<file path="src/design/tncml_pkg.sv">
// How it works
// - Carrier source: internal, external or firmware
// - External source: busy only from carrier pin
// - External pin always holds off transmitter keying
// - Idle link check every N ten-second units
// - Zero disables; without v2, disconnect not poll
// - Escape guard time 0-15 seconds, default 1
// - Triple escape plus quiet guard gives prompt
// - Guard zero: only break leaves transparent
// - Mode char configurable, default 03, exits converse
// - Four greeting policies on accepted connect
// - Access list filters packets and outgoing connects
// - Single add or remove; full add errors
// - Entry without sub-id matches any sub-id
// - Post-connect mode, deferred by partial line
// - Outgoing connect takes up to 8 relays
// - Timeout or busy reply stays in command
// - Connect from command only; reissue replaces path
// - Acceptance on answers UA, off answers DM
// - Next free stream; excess gets DM and report
// - Permanent link reconnects on restart, flagged
// - Immediate converse keeps existing links
// - Enabled break returns to command mode
package tncml_pkg;
  localparam int CLK_HZ = 10_000_000;
  localparam int SEC_TIME_S = 1;
  localparam int SEC_CYCLES = CLK_HZ * SEC_TIME_S;
  localparam logic [3:0] LINK_UNIT_S = 4'hA;
  localparam logic [1:0] SRC_INTERNAL = 2'h0;
  localparam logic [1:0] SRC_EXTERNAL = 2'h1;
  localparam logic [1:0] SRC_SOFTWARE = 2'h2;
  localparam logic [3:0] GUARD_DEFAULT = 4'h1;
  localparam logic [7:0] MODE_CHAR_DEFAULT = 8'h03;
  localparam logic [1:0] GREET_NONE = 2'h0;
  localparam logic [1:0] GREET_SEND = 2'h1;
  localparam logic [1:0] GREET_DISC = 2'h2;
  localparam logic [1:0] GREET_MAILBOX = 2'h3;
  localparam int LIST_DEPTH = 10;
  localparam int CALL_W = 42;
  localparam logic [3:0] MAX_PATH = 4'h8;
  localparam int NSTREAM = 4;
  typedef enum logic [1:0] {MODE_COMMAND, MODE_CONVERSE, MODE_TRANSPARENT} tncml_mode_e;
  typedef enum logic [2:0] {ESC_QUIET, ESC_ARMED, ESC_ONE, ESC_TWO, ESC_THREE} tncml_esc_e;
endpackage : tncml_pkg

</file>
<file path="src/design/tncml_esc_if.sv">
`timescale 1ns/1ps
`default_nettype none
interface tncml_esc_if;
  logic charValid;
  logic [7:0] charByte;
  logic [7:0] modeEntryChar;
  logic [3:0] escapeGuardTime;
  logic inTransparent;
  logic escapeDone;
  logic escapeDropped;
  modport ctrl (output charValid, charByte, modeEntryChar, escapeGuardTime, inTransparent,
    input escapeDone, escapeDropped);
  modport det (input charValid, charByte, modeEntryChar, escapeGuardTime, inTransparent,
    output escapeDone, escapeDropped);
endinterface : tncml_esc_if
`default_nettype wire

</file>
<file path="src/design/tncml_esc_detect.sv">
`timescale 1ns/1ps
`default_nettype none
module tncml_esc_detect #(
  parameter int SEC_CYCLES = tncml_pkg::SEC_CYCLES
) (
  input wire logic clk,
  input wire logic rst,
  tncml_esc_if.det esc
);
  logic [31:0] subCnt;
  logic [3:0] quietSec;
  tncml_pkg::tncml_esc_e state;
  tncml_pkg::tncml_esc_e next_state;
  wire secWrap = (subCnt == 32'(SEC_CYCLES - 1));
  wire isEsc = esc.charValid && (esc.charByte == esc.modeEntryChar);
  wire quietDone = (quietSec >= esc.escapeGuardTime);
  wire guardOff = (esc.escapeGuardTime == 4'h0);

  // Quiet time restarts on every character, so gaps are measured to the cycle
  always_ff @(posedge clk or posedge rst) begin
    if (rst) begin
      subCnt <= 32'h0;
      quietSec <= 4'h0;
    end else if (esc.charValid) begin
      subCnt <= 32'h0;
      quietSec <= 4'h0;
    end else if (secWrap) begin
      subCnt <= 32'h0;
      if (quietSec != 4'hF) quietSec <= quietSec + 4'h1;
    end else begin
      subCnt <= subCnt + 32'h1;
    end
  end

  always_comb begin
    next_state = state;
    case (state)
      tncml_pkg::ESC_QUIET: if (!esc.charValid && quietDone) next_state = tncml_pkg::ESC_ARMED;
      tncml_pkg::ESC_ARMED: if (esc.charValid) next_state = isEsc ? tncml_pkg::ESC_ONE : tncml_pkg::ESC_QUIET;
      tncml_pkg::ESC_ONE: begin
        if (esc.charValid) next_state = isEsc ? tncml_pkg::ESC_TWO : tncml_pkg::ESC_QUIET;
        else if (quietDone) next_state = tncml_pkg::ESC_ARMED;
      end
      tncml_pkg::ESC_TWO: begin
        if (esc.charValid) next_state = isEsc ? tncml_pkg::ESC_THREE : tncml_pkg::ESC_QUIET;
        else if (quietDone) next_state = tncml_pkg::ESC_ARMED;
      end
      tncml_pkg::ESC_THREE: begin
        if (esc.charValid) next_state = tncml_pkg::ESC_QUIET;
        else if (quietDone) next_state = tncml_pkg::ESC_QUIET;
      end
      default: next_state = tncml_pkg::ESC_QUIET;
    endcase
    if (!esc.inTransparent || guardOff) next_state = tncml_pkg::ESC_QUIET;
  end

  wire fire = esc.inTransparent && !guardOff && (state == tncml_pkg::ESC_THREE)
    && !esc.charValid && quietDone;
  wire partial = (state == tncml_pkg::ESC_ONE) || (state == tncml_pkg::ESC_TWO)
    || (state == tncml_pkg::ESC_THREE);
  wire drop = esc.inTransparent && partial && esc.charValid && (state == tncml_pkg::ESC_THREE
    || !isEsc);

  always_ff @(posedge clk or posedge rst) begin
    if (rst) begin
      state <= tncml_pkg::ESC_QUIET;
      esc.escapeDone <= 1'b0;
      esc.escapeDropped <= 1'b0;
    end else begin
      state <= next_state;
      esc.escapeDone <= fire;
      esc.escapeDropped <= drop;
    end
  end

  esc_guard_zero_a: assert property (@(posedge clk) disable iff (rst)
    esc.escapeDone |-> $past(esc.escapeGuardTime) != 4'h0)
    else $error("escape fired with guard time zero");
  esc_needs_three_a: assert property (@(posedge clk) disable iff (rst)
    esc.escapeDone |-> $past(state) == tncml_pkg::ESC_THREE && !$past(esc.charValid))
    else $error("escape fired without three escape chars and quiet");
endmodule : tncml_esc_detect
`default_nettype wire

</file>
<file path="src/design/tncml_top.sv">
`timescale 1ns/1ps
`default_nettype none
module tncml_top #(
  parameter int SEC_CYCLES = tncml_pkg::SEC_CYCLES
) (
  input wire logic clk,
  input wire logic rst,
  input wire logic [1:0] carrierSourceSelect,
  input wire logic energyDetect,
  input wire logic dataDetect,
  input wire logic extCarrierPin,
  output logic channelBusy,
  output logic txInhibit,
  input wire logic linkConnected,
  input wire logic linkActivity,
  input wire logic [7:0] linkCheckCount,
  input wire logic protocolV2Enable,
  output logic linkPoll,
  output logic linkDisconnect,
  input wire logic termRxValid,
  input wire logic [7:0] termRxByte,
  input wire logic [7:0] modeEntryChar,
  input wire logic [3:0] escapeGuardTime,
  input wire logic serialBreak,
  input wire logic breakEnable,
  input wire logic converseRequest,
  input wire logic lineEmpty,
  input wire logic noModeInhibit,
  input wire logic conModeTransparent,
  output tncml_pkg::tncml_mode_e mode,
  output logic promptSend,
  output logic escapeAsData,
  input wire logic listEnable,
  input wire logic listAdd,
  input wire logic listRemove,
  input wire logic listClear,
  input wire logic [tncml_pkg::CALL_W-1:0] entryCall,
  input wire logic entryHasSubId,
  input wire logic [3:0] entrySubId,
  output logic listError,
  input wire logic packetValid,
  input wire logic [tncml_pkg::CALL_W-1:0] packetCall,
  input wire logic [3:0] packetSubId,
  output logic packetAccept,
  input wire logic incomingConnect,
  input wire logic connectAccept,
  input wire logic [2:0] linkLimit,
  input wire logic [1:0] greetPolicy,
  input wire logic mailboxAvail,
  output logic sendUa,
  output logic sendDm,
  output logic reportConnectReq,
  output logic [1:0] assignedStream,
  output logic sendGreeting,
  output logic greetDisconnect,
  output logic greetMailbox,
  input wire logic streamRelease,
  input wire logic [1:0] releaseStream,
  input wire logic connectRequest,
  input wire logic [1:0] currentStream,
  input wire logic [3:0] pathLength,
  output logic connectStart,
  output logic pathReplace,
  output logic connectRefused,
  input wire logic connectTimeout,
  input wire logic connectBusyReply,
  output logic reportTimeout,
  output logic reportBusy,
  input wire logic outgoingDone,
  input wire logic permanentLink,
  input wire logic restart,
  output logic [tncml_pkg::NSTREAM-1:0] permanentFlags,
  output logic [tncml_pkg::NSTREAM-1:0] reconnectReq
);
  localparam int NS = tncml_pkg::NSTREAM;

  // Carrier source selection
  wire extSel = (carrierSourceSelect == tncml_pkg::SRC_EXTERNAL);
  wire swSel = (carrierSourceSelect == tncml_pkg::SRC_SOFTWARE);
  wire busySel = extSel ? extCarrierPin : (swSel ? dataDetect : energyDetect);

  always_ff @(posedge clk or posedge rst) begin
    if (rst) begin
      channelBusy <= 1'b0;
      txInhibit <= 1'b0;
    end else begin
      channelBusy <= busySel;
      txInhibit <= busySel | extCarrierPin;
    end
  end

  // Idle link check, counted in ten-second units
  logic [31:0] subCnt;
  logic [3:0] secCnt;
  logic [7:0] idleUnits;
  wire secTick = (subCnt == 32'(SEC_CYCLES - 1));
  wire unitTick = secTick && (secCnt == tncml_pkg::LINK_UNIT_S - 4'h1);
  wire checkOn = linkConnected && (linkCheckCount != 8'h00);
  wire checkDue = checkOn && (idleUnits == linkCheckCount) && !linkActivity;

  always_ff @(posedge clk or posedge rst) begin
    if (rst) begin
      subCnt <= 32'h0;
      secCnt <= 4'h0;
      idleUnits <= 8'h00;
      linkPoll <= 1'b0;
      linkDisconnect <= 1'b0;
    end else begin
      subCnt <= (secTick || linkActivity || !checkOn) ? 32'h0 : subCnt + 32'h1;
      if (linkActivity || !checkOn || checkDue) begin
        secCnt <= 4'h0;
        idleUnits <= 8'h00;
      end else if (unitTick) begin
        secCnt <= 4'h0;
        idleUnits <= idleUnits + 8'h01;
      end else if (secTick) begin
        secCnt <= secCnt + 4'h1;
      end
      linkPoll <= checkDue && protocolV2Enable;
      linkDisconnect <= checkDue && !protocolV2Enable;
    end
  end

  // Access list, two comparators per entry (packet call and entry call)
  logic [tncml_pkg::CALL_W-1:0] listCall [tncml_pkg::LIST_DEPTH];
  logic [tncml_pkg::LIST_DEPTH-1:0] listUsed;
  logic [tncml_pkg::LIST_DEPTH-1:0] listSubOn;
  logic [3:0] listSub [tncml_pkg::LIST_DEPTH];
  logic [tncml_pkg::LIST_DEPTH-1:0] pktHit;
  logic [tncml_pkg::LIST_DEPTH-1:0] entryHit;
  logic [tncml_pkg::LIST_DEPTH-1:0] freeMask;
  logic [tncml_pkg::LIST_DEPTH-1:0] firstFree;
  genvar gi;
  generate
    for (gi = 0; gi < tncml_pkg::LIST_DEPTH; gi++) begin : gEntry
      assign pktHit[gi] = listUsed[gi] && (listCall[gi] == packetCall)
        && (!listSubOn[gi] || (listSub[gi] == packetSubId));
      assign entryHit[gi] = listUsed[gi] && (listCall[gi] == entryCall)
        && (listSubOn[gi] == entryHasSubId) && (!entryHasSubId || listSub[gi] == entrySubId);
      assign freeMask[gi] = !listUsed[gi];
      always_ff @(posedge clk or posedge rst) begin
        if (rst) begin
          listUsed[gi] <= 1'b0;
          listSubOn[gi] <= 1'b0;
          listSub[gi] <= 4'h0;
          listCall[gi] <= '0;
        end else if (listClear || (listRemove && entryHit[gi])) begin
          listUsed[gi] <= 1'b0;
        end else if (listAdd && !(|entryHit) && firstFree[gi]) begin
          listUsed[gi] <= 1'b1;
          listSubOn[gi] <= entryHasSubId;
          listSub[gi] <= entrySubId;
          listCall[gi] <= entryCall;
        end
      end
    end
  endgenerate
  assign firstFree = freeMask & (~freeMask + 10'h001);
  wire listFull = (freeMask == '0);
  wire pktPass = !listEnable || (|pktHit);
  wire destPass = !listEnable || (|pktHit);

  // Stream allocation
  logic [NS-1:0] streamBusy;
  logic [1:0] freeIdx;
  logic freeFound;
  always_comb begin
    freeIdx = 2'h0;
    freeFound = 1'b0;
    for (int i = NS - 1; i >= 0; i--) begin
      if (!streamBusy[i] && (3'(i) < linkLimit)) begin
        freeIdx = 2'(i);
        freeFound = 1'b1;
      end
    end
  end
  wire inTake = incomingConnect && pktPass;
  wire inAccept = inTake && connectAccept && freeFound;
  wire inRefuse = inTake && !inAccept;
  wire inCommand = (mode == tncml_pkg::MODE_COMMAND);
  wire outOk = connectRequest && inCommand && destPass && (pathLength <= tncml_pkg::MAX_PATH);
  wire curBusy = streamBusy[currentStream];

  always_ff @(posedge clk or posedge rst) begin
    if (rst) begin
      streamBusy <= '0;
    end else begin
      for (int i = 0; i < NS; i++) begin
        if (inAccept && freeIdx == 2'(i)) streamBusy[i] <= 1'b1;
        else if (outOk && currentStream == 2'(i)) streamBusy[i] <= 1'b1;
        else if (streamRelease && releaseStream == 2'(i)) streamBusy[i] <= 1'b0;
      end
    end
  end

  always_ff @(posedge clk or posedge rst) begin
    if (rst) begin
      listError <= 1'b0;
      packetAccept <= 1'b0;
      sendUa <= 1'b0;
      sendDm <= 1'b0;
      reportConnectReq <= 1'b0;
      assignedStream <= 2'h0;
      sendGreeting <= 1'b0;
      greetDisconnect <= 1'b0;
      greetMailbox <= 1'b0;
      connectStart <= 1'b0;
      pathReplace <= 1'b0;
      connectRefused <= 1'b0;
      reportTimeout <= 1'b0;
      reportBusy <= 1'b0;
    end else begin
      listError <= listAdd && !(|entryHit) && listFull;
      packetAccept <= packetValid && pktPass;
      sendUa <= inAccept;
      sendDm <= inRefuse;
      reportConnectReq <= inRefuse;
      if (inAccept) assignedStream <= freeIdx;
      sendGreeting <= inAccept && (greetPolicy != tncml_pkg::GREET_NONE);
      greetDisconnect <= inAccept && ((greetPolicy == tncml_pkg::GREET_DISC)
        || (greetPolicy == tncml_pkg::GREET_MAILBOX && !mailboxAvail));
      greetMailbox <= inAccept && greetPolicy == tncml_pkg::GREET_MAILBOX && mailboxAvail;
      connectStart <= outOk && !curBusy;
      pathReplace <= outOk && curBusy;
      connectRefused <= connectRequest && !outOk;
      reportTimeout <= connectTimeout;
      reportBusy <= connectBusyReply;
    end
  end

  // Permanent links survive a warm restart and are re-requested after it
  always_ff @(posedge clk or posedge rst) begin
    if (rst) begin
      permanentFlags <= '0;
      reconnectReq <= '0;
    end else begin
      reconnectReq <= restart ? permanentFlags : '0;
      if (streamRelease && !restart) permanentFlags[releaseStream] <= 1'b0;
      // Later assignment wins, so marking beats a release of the same stream
      if (permanentLink) permanentFlags[currentStream] <= 1'b1;
    end
  end

  // Terminal-side mode control
  tncml_esc_if escBus ();
  assign escBus.charValid = termRxValid;
  assign escBus.charByte = termRxByte;
  assign escBus.modeEntryChar = modeEntryChar;
  assign escBus.escapeGuardTime = escapeGuardTime;
  assign escBus.inTransparent = (mode == tncml_pkg::MODE_TRANSPARENT);
  tncml_esc_detect #(.SEC_CYCLES(SEC_CYCLES)) uEsc (
    .clk(clk),
    .rst(rst),
    .esc(escBus)
  );

  logic modePending;
  tncml_pkg::tncml_mode_e next_mode;
  // A break in command mode also cancels any switch due in the same cycle
  wire breakExit = serialBreak && breakEnable;
  wire convExit = (mode == tncml_pkg::MODE_CONVERSE) && termRxValid
    && (termRxByte == modeEntryChar);
  wire connDone = (inAccept || outgoingDone) && !noModeInhibit;
  wire pendNow = modePending || connDone;
  wire connMode = conModeTransparent;

  always_comb begin
    next_mode = mode;
    if (breakExit || escBus.escapeDone || convExit) next_mode = tncml_pkg::MODE_COMMAND;
    else if (inCommand && converseRequest) next_mode = tncml_pkg::MODE_CONVERSE;
    else if (inCommand && pendNow && lineEmpty)
      next_mode = connMode ? tncml_pkg::MODE_TRANSPARENT : tncml_pkg::MODE_CONVERSE;
  end

  always_ff @(posedge clk or posedge rst) begin
    if (rst) begin
      mode <= tncml_pkg::MODE_COMMAND;
      modePending <= 1'b0;
      promptSend <= 1'b0;
      escapeAsData <= 1'b0;
    end else begin
      mode <= next_mode;
      modePending <= inCommand && pendNow && !lineEmpty && !converseRequest;
      promptSend <= escBus.escapeDone;
      escapeAsData <= escBus.escapeDropped;
    end
  end

  ext_busy_a: assert property (@(posedge clk) disable iff (rst)
    $past(carrierSourceSelect) == tncml_pkg::SRC_EXTERNAL |-> channelBusy == $past(extCarrierPin))
    else $error("external carrier not followed");
  ext_holdoff_a: assert property (@(posedge clk) disable iff (rst)
    $past(extCarrierPin) |-> txInhibit)
    else $error("carrier pin did not hold off keying");
  refuse_dm_a: assert property (@(posedge clk) disable iff (rst)
    incomingConnect && pktPass && !connectAccept |=> sendDm && reportConnectReq && !sendUa)
    else $error("refused connect not answered with DM");
  check_zero_a: assert property (@(posedge clk) disable iff (rst)
    $past(linkCheckCount) == 8'h00 |-> !linkPoll && !linkDisconnect)
    else $error("link check fired while disabled");
  check_kind_a: assert property (@(posedge clk) disable iff (rst)
    linkPoll |-> $past(protocolV2Enable) && !linkDisconnect)
    else $error("poll issued without v2 protocol");
  list_full_a: assert property (@(posedge clk) disable iff (rst)
    listAdd && listFull && !(|entryHit) |=> listError ##1 (!listError || $past(listAdd)))
    else $error("full add did not report one error");
  out_command_a: assert property (@(posedge clk) disable iff (rst)
    (connectStart || pathReplace) |-> $past(mode) == tncml_pkg::MODE_COMMAND)
    else $error("outgoing connect outside command mode");
  break_exit_a: assert property (@(posedge clk) disable iff (rst)
    serialBreak && breakEnable |=> mode == tncml_pkg::MODE_COMMAND)
    else $error("break did not return to command mode");
  prompt_mode_a: assert property (@(posedge clk) disable iff (rst)
    promptSend |-> mode == tncml_pkg::MODE_COMMAND && $past(mode, 2) == tncml_pkg::MODE_TRANSPARENT)
    else $error("prompt without leaving transparent");
endmodule : tncml_top
`default_nettype wire

</file>
<file path="config.mk">
export PLATFORM = sky130hd
export DESIGN_NAME = tncml_top
export DESIGN_NICKNAME = d
export VERILOG_FILES = /design/src/design/tncml_pkg.sv /design/src/design/tncml_esc_if.sv /design/src/design/tncml_esc_detect.sv /design/src/design/tncml_top.sv
export SDC_FILE = /design/constraint.sdc
export NUM_CORES = 2
export LEC_CHECK = 0
export BUFFER_PORTS_ARGS = -buffer_cell sky130_fd_sc_hd__buf_2
export CORE_UTILIZATION = 55
export CTS_CLUSTER_SIZE = 40
export DETAILED_ROUTE_END_ITERATION = 12
export PLACE_DENSITY = 0.73
export SLEW_MARGIN = 5
export SYNTH_ARGS = -nofsm -noshare
export SYNTH_HDL_FRONTEND = slang
export SYNTH_SLANG_ARGS = --single-unit
</file>
<file path="constraint.sdc">
create_clock -name clk -period 20.2 [get_ports clk]
set_clock_uncertainty 0.1 [all_clocks]
set_input_delay 0 -clock clk [delete_from_list [all_inputs] [get_ports clk]]
set_output_delay 0 -clock clk [all_outputs]
set_load 0.03 [all_outputs]
</file>
# After elaboration in Yosys (flattened, before gate mapping)
# Index checks and enable logic that the tools add are counted.
# op_classes
n_addsub	6
n_lt_le_gt_ge	10
eq_ne	78
mux	78
bitwise_logic	16
n_reduce_logical	259
# ops
operator	count
== test 42 bit	20
logical AND 1 bit	131
2-to-1 mux 32 bit	3
== test 4 bit	20
adder 32 x 1 -> 32 bit (second input constant)	2
== test 32 x 24 -> 1 bit (second input constant)	2
logical OR 1 bit	44
logical NOT 1 bit	42
2-to-1 mux 1 bit	41
2-to-1 mux 4 bit	9
nonzero test 2 bit	14
2-to-1 mux 3 bit	9
AND reduction 2 bit	11
== test 2 bit (second input constant)	10
2-to-1 mux 2 bit	10
OR reduction 10 bit	2
nonzero test 3 bit	6
== test 8 bit	2
2-to-1 mux 8 bit	2
case mux 3 bit (5 select lines)	1
adder 10 x 1 -> 10 bit (second input constant)	1
AND 10 bit	1
== test 1 bit	10
== test 2 x 1 -> 1 bit (second input constant)	5
30 further kinds	49
# totals
ff_bits	600
in_bits	166
out_inout_bits	31
elab_cells	522

# Depth between registers and ports, before layout
# depth
word_depth	16
mapped_depth	14
depth_no_buf	11

# Hierarchy
# A second synthesis with hierarchy kept.
# hier_totals
cells_unflattened	3171
area_unflattened_um2	36099.6
# by_module_without_submodules
module	n_inst	cells_each	area_per_inst_um2	seq_area_each_um2
tncml_top	1	2928	33679.8	13988.4
tncml_esc_detect	1	243	2419.8	1026.0

# Worst setup path after synthesis
# Ideal clock, no wire load.
# synth_timing
path_type	register to register
from	register listCall[371] (netlist bit)
to	register listCall[168] (netlist bit)
setup_ns	0.128
arrival_time_ns	2.520
t_required_ns	19.972
path_slack_ns	17.452
stages_incl_launch_ff	12
n_path_buf	3
cell_sequence	dfrtp_1 xnor2_1 nand4_1 or4_1 a2111oi_4 nor4_4 nand2_4 buf_6 nor4_4 buf_6 buf_6 mux2_1
# synth_via
elab_chain_len	9
# synth_lines
item	line_no	rtl
start, declared	tncml_top.sv:125	logic [tncml_pkg::CALL_W-1:0] listCall [tncml_pkg::LIST_DEPTH];
start signal, assigned by index	tncml_top.sv:153	listCall[gi] <= entryCall;
== test 42 bit	tncml_top.sv:138	assign entryHit[gi] = listUsed[gi] && (listCall[gi] == entryCall)
logical AND 1 bit	tncml_top.sv:138	
logical AND 1 bit (2 in series)	tncml_top.sv:139	&& (listSubOn[gi] == entryHasSubId) && (!entryHasSubId || listSub[gi] == entrySubId);
OR reduction 10 bit	tncml_top.sv:149	end else if (listAdd && !(|entryHit) && firstFree[gi]) begin
logical NOT 1 bit	tncml_top.sv:149	
logical AND 1 bit (2 in series)	tncml_top.sv:149	
AND reduction 2 bit (no source line)	n/a	
# No other way between the ends.
# A chain may end at the register's enable or synchronous reset.

# Worst setup path in the final report
# layout_timing
from	register listSub[38] (netlist bit)
to	register mode[0]
# layout_via
elab_chain_len	14
# layout_lines
item	line_no	rtl
start, declared	tncml_top.sv:128	logic [3:0] listSub [tncml_pkg::LIST_DEPTH];
start signal, assigned by index	tncml_top.sv:152	listSub[gi] <= entrySubId;
== test 4 bit	tncml_top.sv:137	&& (!listSubOn[gi] || (listSub[gi] == packetSubId));
logical OR 1 bit	tncml_top.sv:137	
logical AND 1 bit	tncml_top.sv:137	
OR reduction 10 bit	tncml_top.sv:160	wire pktPass = !listEnable || (|pktHit);
logical OR 1 bit	tncml_top.sv:160	
logical AND 1 bit	tncml_top.sv:177	wire inTake = incomingConnect && pktPass;
logical AND 1 bit (2 in series)	tncml_top.sv:178	wire inAccept = inTake && connectAccept && freeFound;
via inAccept	tncml_top.sv:178	
logical OR 1 bit	tncml_top.sv:263	wire connDone = (inAccept || outgoingDone) && !noModeInhibit;
logical AND 1 bit	tncml_top.sv:263	
logical OR 1 bit	tncml_top.sv:264	wire pendNow = modePending || connDone;
logical AND 1 bit (2 in series)	tncml_top.sv:271	else if (inCommand && pendNow && lineEmpty)
nonzero test 3 bit (no source line)	n/a	
end signal, assigned	tncml_top.sv:277	mode <= tncml_pkg::MODE_COMMAND;
end signal, assigned	tncml_top.sv:282	mode <= next_mode;
end, declared	tncml_top.sv:30	output tncml_pkg::tncml_mode_e mode,
# The timed path passes the listed nets, and every way through them passes these cells.

==> impl_metrics.tcl <==
set metrics [dict create \
    status "completed" \
    drc 0 \
    dr.pass1.iters 5 \
    coreArea_um2 64300 \
    rows 93 \
    finalWirelength_um 128000 \
    synth.most_common_cell "dfrtp_1" \
    crit_end "mode[0]$_DFFE_PP0P_" \
    ff2ff_path_depth 10 \
    drv_cap 0 \
    synth_edf_count 0 \
    die_x_um 257 \
    worstPathRequired_ns 20.67 \
    crit_path_max_fanout 9 \
    cts_buffers 69 \
    arrival_ns 5.62 \
    finalPower_mw 3.29 \
    gp_congestion 0.970 \
    power_leakage_nw 17.5 \
    synth_commonest_cells "600 x dfrtp_1, 556 x xnor2_1, 387 x xor2_1" \
    yosysTopAreaCell "dfrtp_1" \
    rsz0062_at_grt "false" \
    num_vias 26845 \
    synthDistinctLibCells 71 \
    gr-usage-met1_pct 51.2 \
    finalSetupViolCount 0 \
    grt-busiest-layer "met2" \
    grt_pass1_vias 27200 \
    max-vdd-ir-drop_uv 66.1 \
    clk_pin_slew_worst_paths_ns 0.06 \
    first_iter_violations 2692 \
    synthDominantCellAreaShare_pct 42.0 \
    timing.rr.end "mode[0]$_DFFE_PP0P_" \
    clk_path_buf_depth 3 \
    multi_input_area_um2 19100 \
    fp.dieArea_um2 66000 \
    use_met2_pct 58.4 \
    hold_viol 0 \
    r2r_setup_slack_ns 15.05 \
    synth-main-ff-cell "dfrtp_1" \
    nFillCells 5109 \
    area_growth_pct 12.0 \
    synth.net_count 3333 \
    port_buffers 196 \
    fmax_mhz 194 \
    gr-usage-all-layers_pct 39.1 \
    h-tree-depth 3 \
    cts_tree "yes" \
    clockRootBuffer "clkbuf_16" \
    min_period_ns 5.15 \
    crit_type "flip-flop to flip-flop" \
    ant_nets 0 \
    cts.sink_count 600 \
    dp_hpwl_um 80700 \
    drive_gt1_share_pct 23.1 \
    synth-seq-cells 600 \
    async_flop_share_pct 100 \
    grt_pass1_wl_um 188000 \
    synthTopCellsByArea "dfrtp_1 42%, xnor2_1 14%, mux2_2 9.7%" \
    io_pins 197 \
    holdPathStages 3 \
    setup-tns-final_ns 0 \
    syn_avg_cell_area_um2 11.3 \
    die_h_um 257 \
    slew_headroom_pct 26.7 \
    hold_slack_ns 0.0183 \
    period_share_pct 25.5 \
    holdCritPathClass "input port to flip-flop" \
    power_density_nw_per_um2 82.3 \
    r2r-start "listSub[38]$_DFFE_PP0P_" \
    tightest_slew_ns 1.10 \
    start_kind "flip-flop" \
    cp-startpoint "listSub[38]$_DFFE_PP0P_" \
    nets 3515 \
    syn_inst 3157 \
    grt_util_met3_pct 10.1 \
    grt_overflow 0 \
    start_util_pct 55.5 \
    seq_area_um2 15000 \
    avgRoutedWirePerCell_um 30.2 \
    endpoint_kind "flip-flop" \
    synth_warnings 0 \
    viasPerCell 6.33 \
    grt_max_degree 130 \
    antenna_found_initial 5 \
    drv_slew 0 \
    fin_util_pct 62.2 \
    ys_seq_area_share_pct 42.0 \
    synth.cell_area_um2 35700 \
    insertion_delay_ns 0.63 \
]
area by class of cell:
class / instances / area share, %
multi-input cells: 2275 / 47.8
flip-flops and latches: 600 / 37.5
well taps: 855 / 2.67
diodes: 1 / 0.00625
clock inverters: 30 / 1.08
repair buffers: 318 / 5.33
clock buffers: 90 / 4.82
inverters: 75 / 0.722
state kept, by name, indices dropped and copies added, names as in the netlist, 2 cells and up:
register	cells
reconnectReq	4
uEsc.subCnt	32
subCnt	32
idleUnits	8
permanentFlags	4
listSub	40
listUsed	10
streamBusy	4
uEsc.state	3
secCnt	4
mode	2
listSubOn	10
listCall	420
assignedStream	2
uEsc.quietSec	4
critical path, cell delays in order, from the launching register on:
cell,delay (ns)
dfrtp_1,0.42
xor2_1,0.18
o41ai_1,0.91
nand3_1,0.22
nor4_1,0.84
nor3_1,0.38
a21oi_2,0.53
o21bai_1,0.20
dlygate4sd3_1,0.61
a31oi_1,0.15
dlygate4sd3_1,0.56
kinds of logic after synthesis:
family	share of synthesized area, %
multiplexers	16.2
XOR/XNOR	23.1
adder cells (fa/ha/maj)	0.350
AO/OA/AOI/OAI	3.07
flip-flops	42.0
AND/OR/NAND/NOR	10.8
buffers and inverters	4.42
per-stage QoR:
step | setup WS [ns] | cells | instance area [um2]
floorplan | 3.31 | 3157 | 35700
global placement | 16.03 | 4029 | 36700
detailed placement | 15.95 | 4029 | 36700
CTS | 15.18 | 4243 | 40000
global route | 14.99 | 4244 | 40000
finish | 15.05 | 4244 | 40000
per-layer routing:
metal  up-vias  share of wire, %
li1      11231                 -
met1     13618                39
met2      1517                44
met3       475                10
met4         4               6.9
met5         -             0.017
what timing repair did:
| action | 4_1_cts | 5_1_grt |
|---|---|---|
| gates resized for setup | 0 | 0 |
| setup buffers | 0 | 0 |
| endpoints found under the hold margin | 262 | 0 |
| hold buffers | 94 | 0 |
where the power goes:
| group | total [mW] | internal (mW) | switching (mW) |
|---|---|---|---|
| combinational | 0.568 | 0.251 | 0.317 |
| sequential | 1.39 | 1.28 | 0.104 |
| clock | 1.34 | 0.801 | 0.535 |
| total | 3.29 | 2.34 | 0.956 |
worst min-delay path by stage:
| stage | from | end | slack, ns |
|---|---|---|---|
| floorplan | connectBusyReply | reportBusy$_DFF_PP0_ | -0.07 |
| global placement | connectTimeout | reportTimeout$_DFF_PP0_ | 0.008 |
| detailed placement | connectTimeout | reportTimeout$_DFF_PP0_ | 0.009 |
| CTS | entryCall[30] | listCall[30]$_DFFE_PP0P_ | 0.002 |
| global route | entryCall[30] | listCall[30]$_DFFE_PP0P_ | 0.02 |
| finish | packetValid | packetAccept$_DFF_PP0_ | 0.02 |
cell usage in the layout (no fill, tap or decap), drive strengths merged, types with 4 or more instances in the layout:
cell type / n
dfrtp: 600
xnor2: 556
mux2: 451
xor2: 387
buf: 224
nand4: 167
nor2: 119
nor4: 118
dlygate4sd3: 94
clkbuf: 90
inv: 79
nand2: 72
nand3: 55
nor3: 38
nand2b: 36
o21ai: 27
o22ai: 25
a21oi: 24
mux2i: 23
nor2b: 20
clkinv: 16
o2111ai: 14
or3: 14
and2: 13
o31ai: 12
and3: 12
ha: 10
bufinv: 10
nand3b: 7
a2111oi: 7
a21o: 6
o41ai: 5
o21a: 5
or2: 5
a211oi: 5
or4: 4
a31oi: 4
nor4b: 4
(Power assumes the default switching activity.)
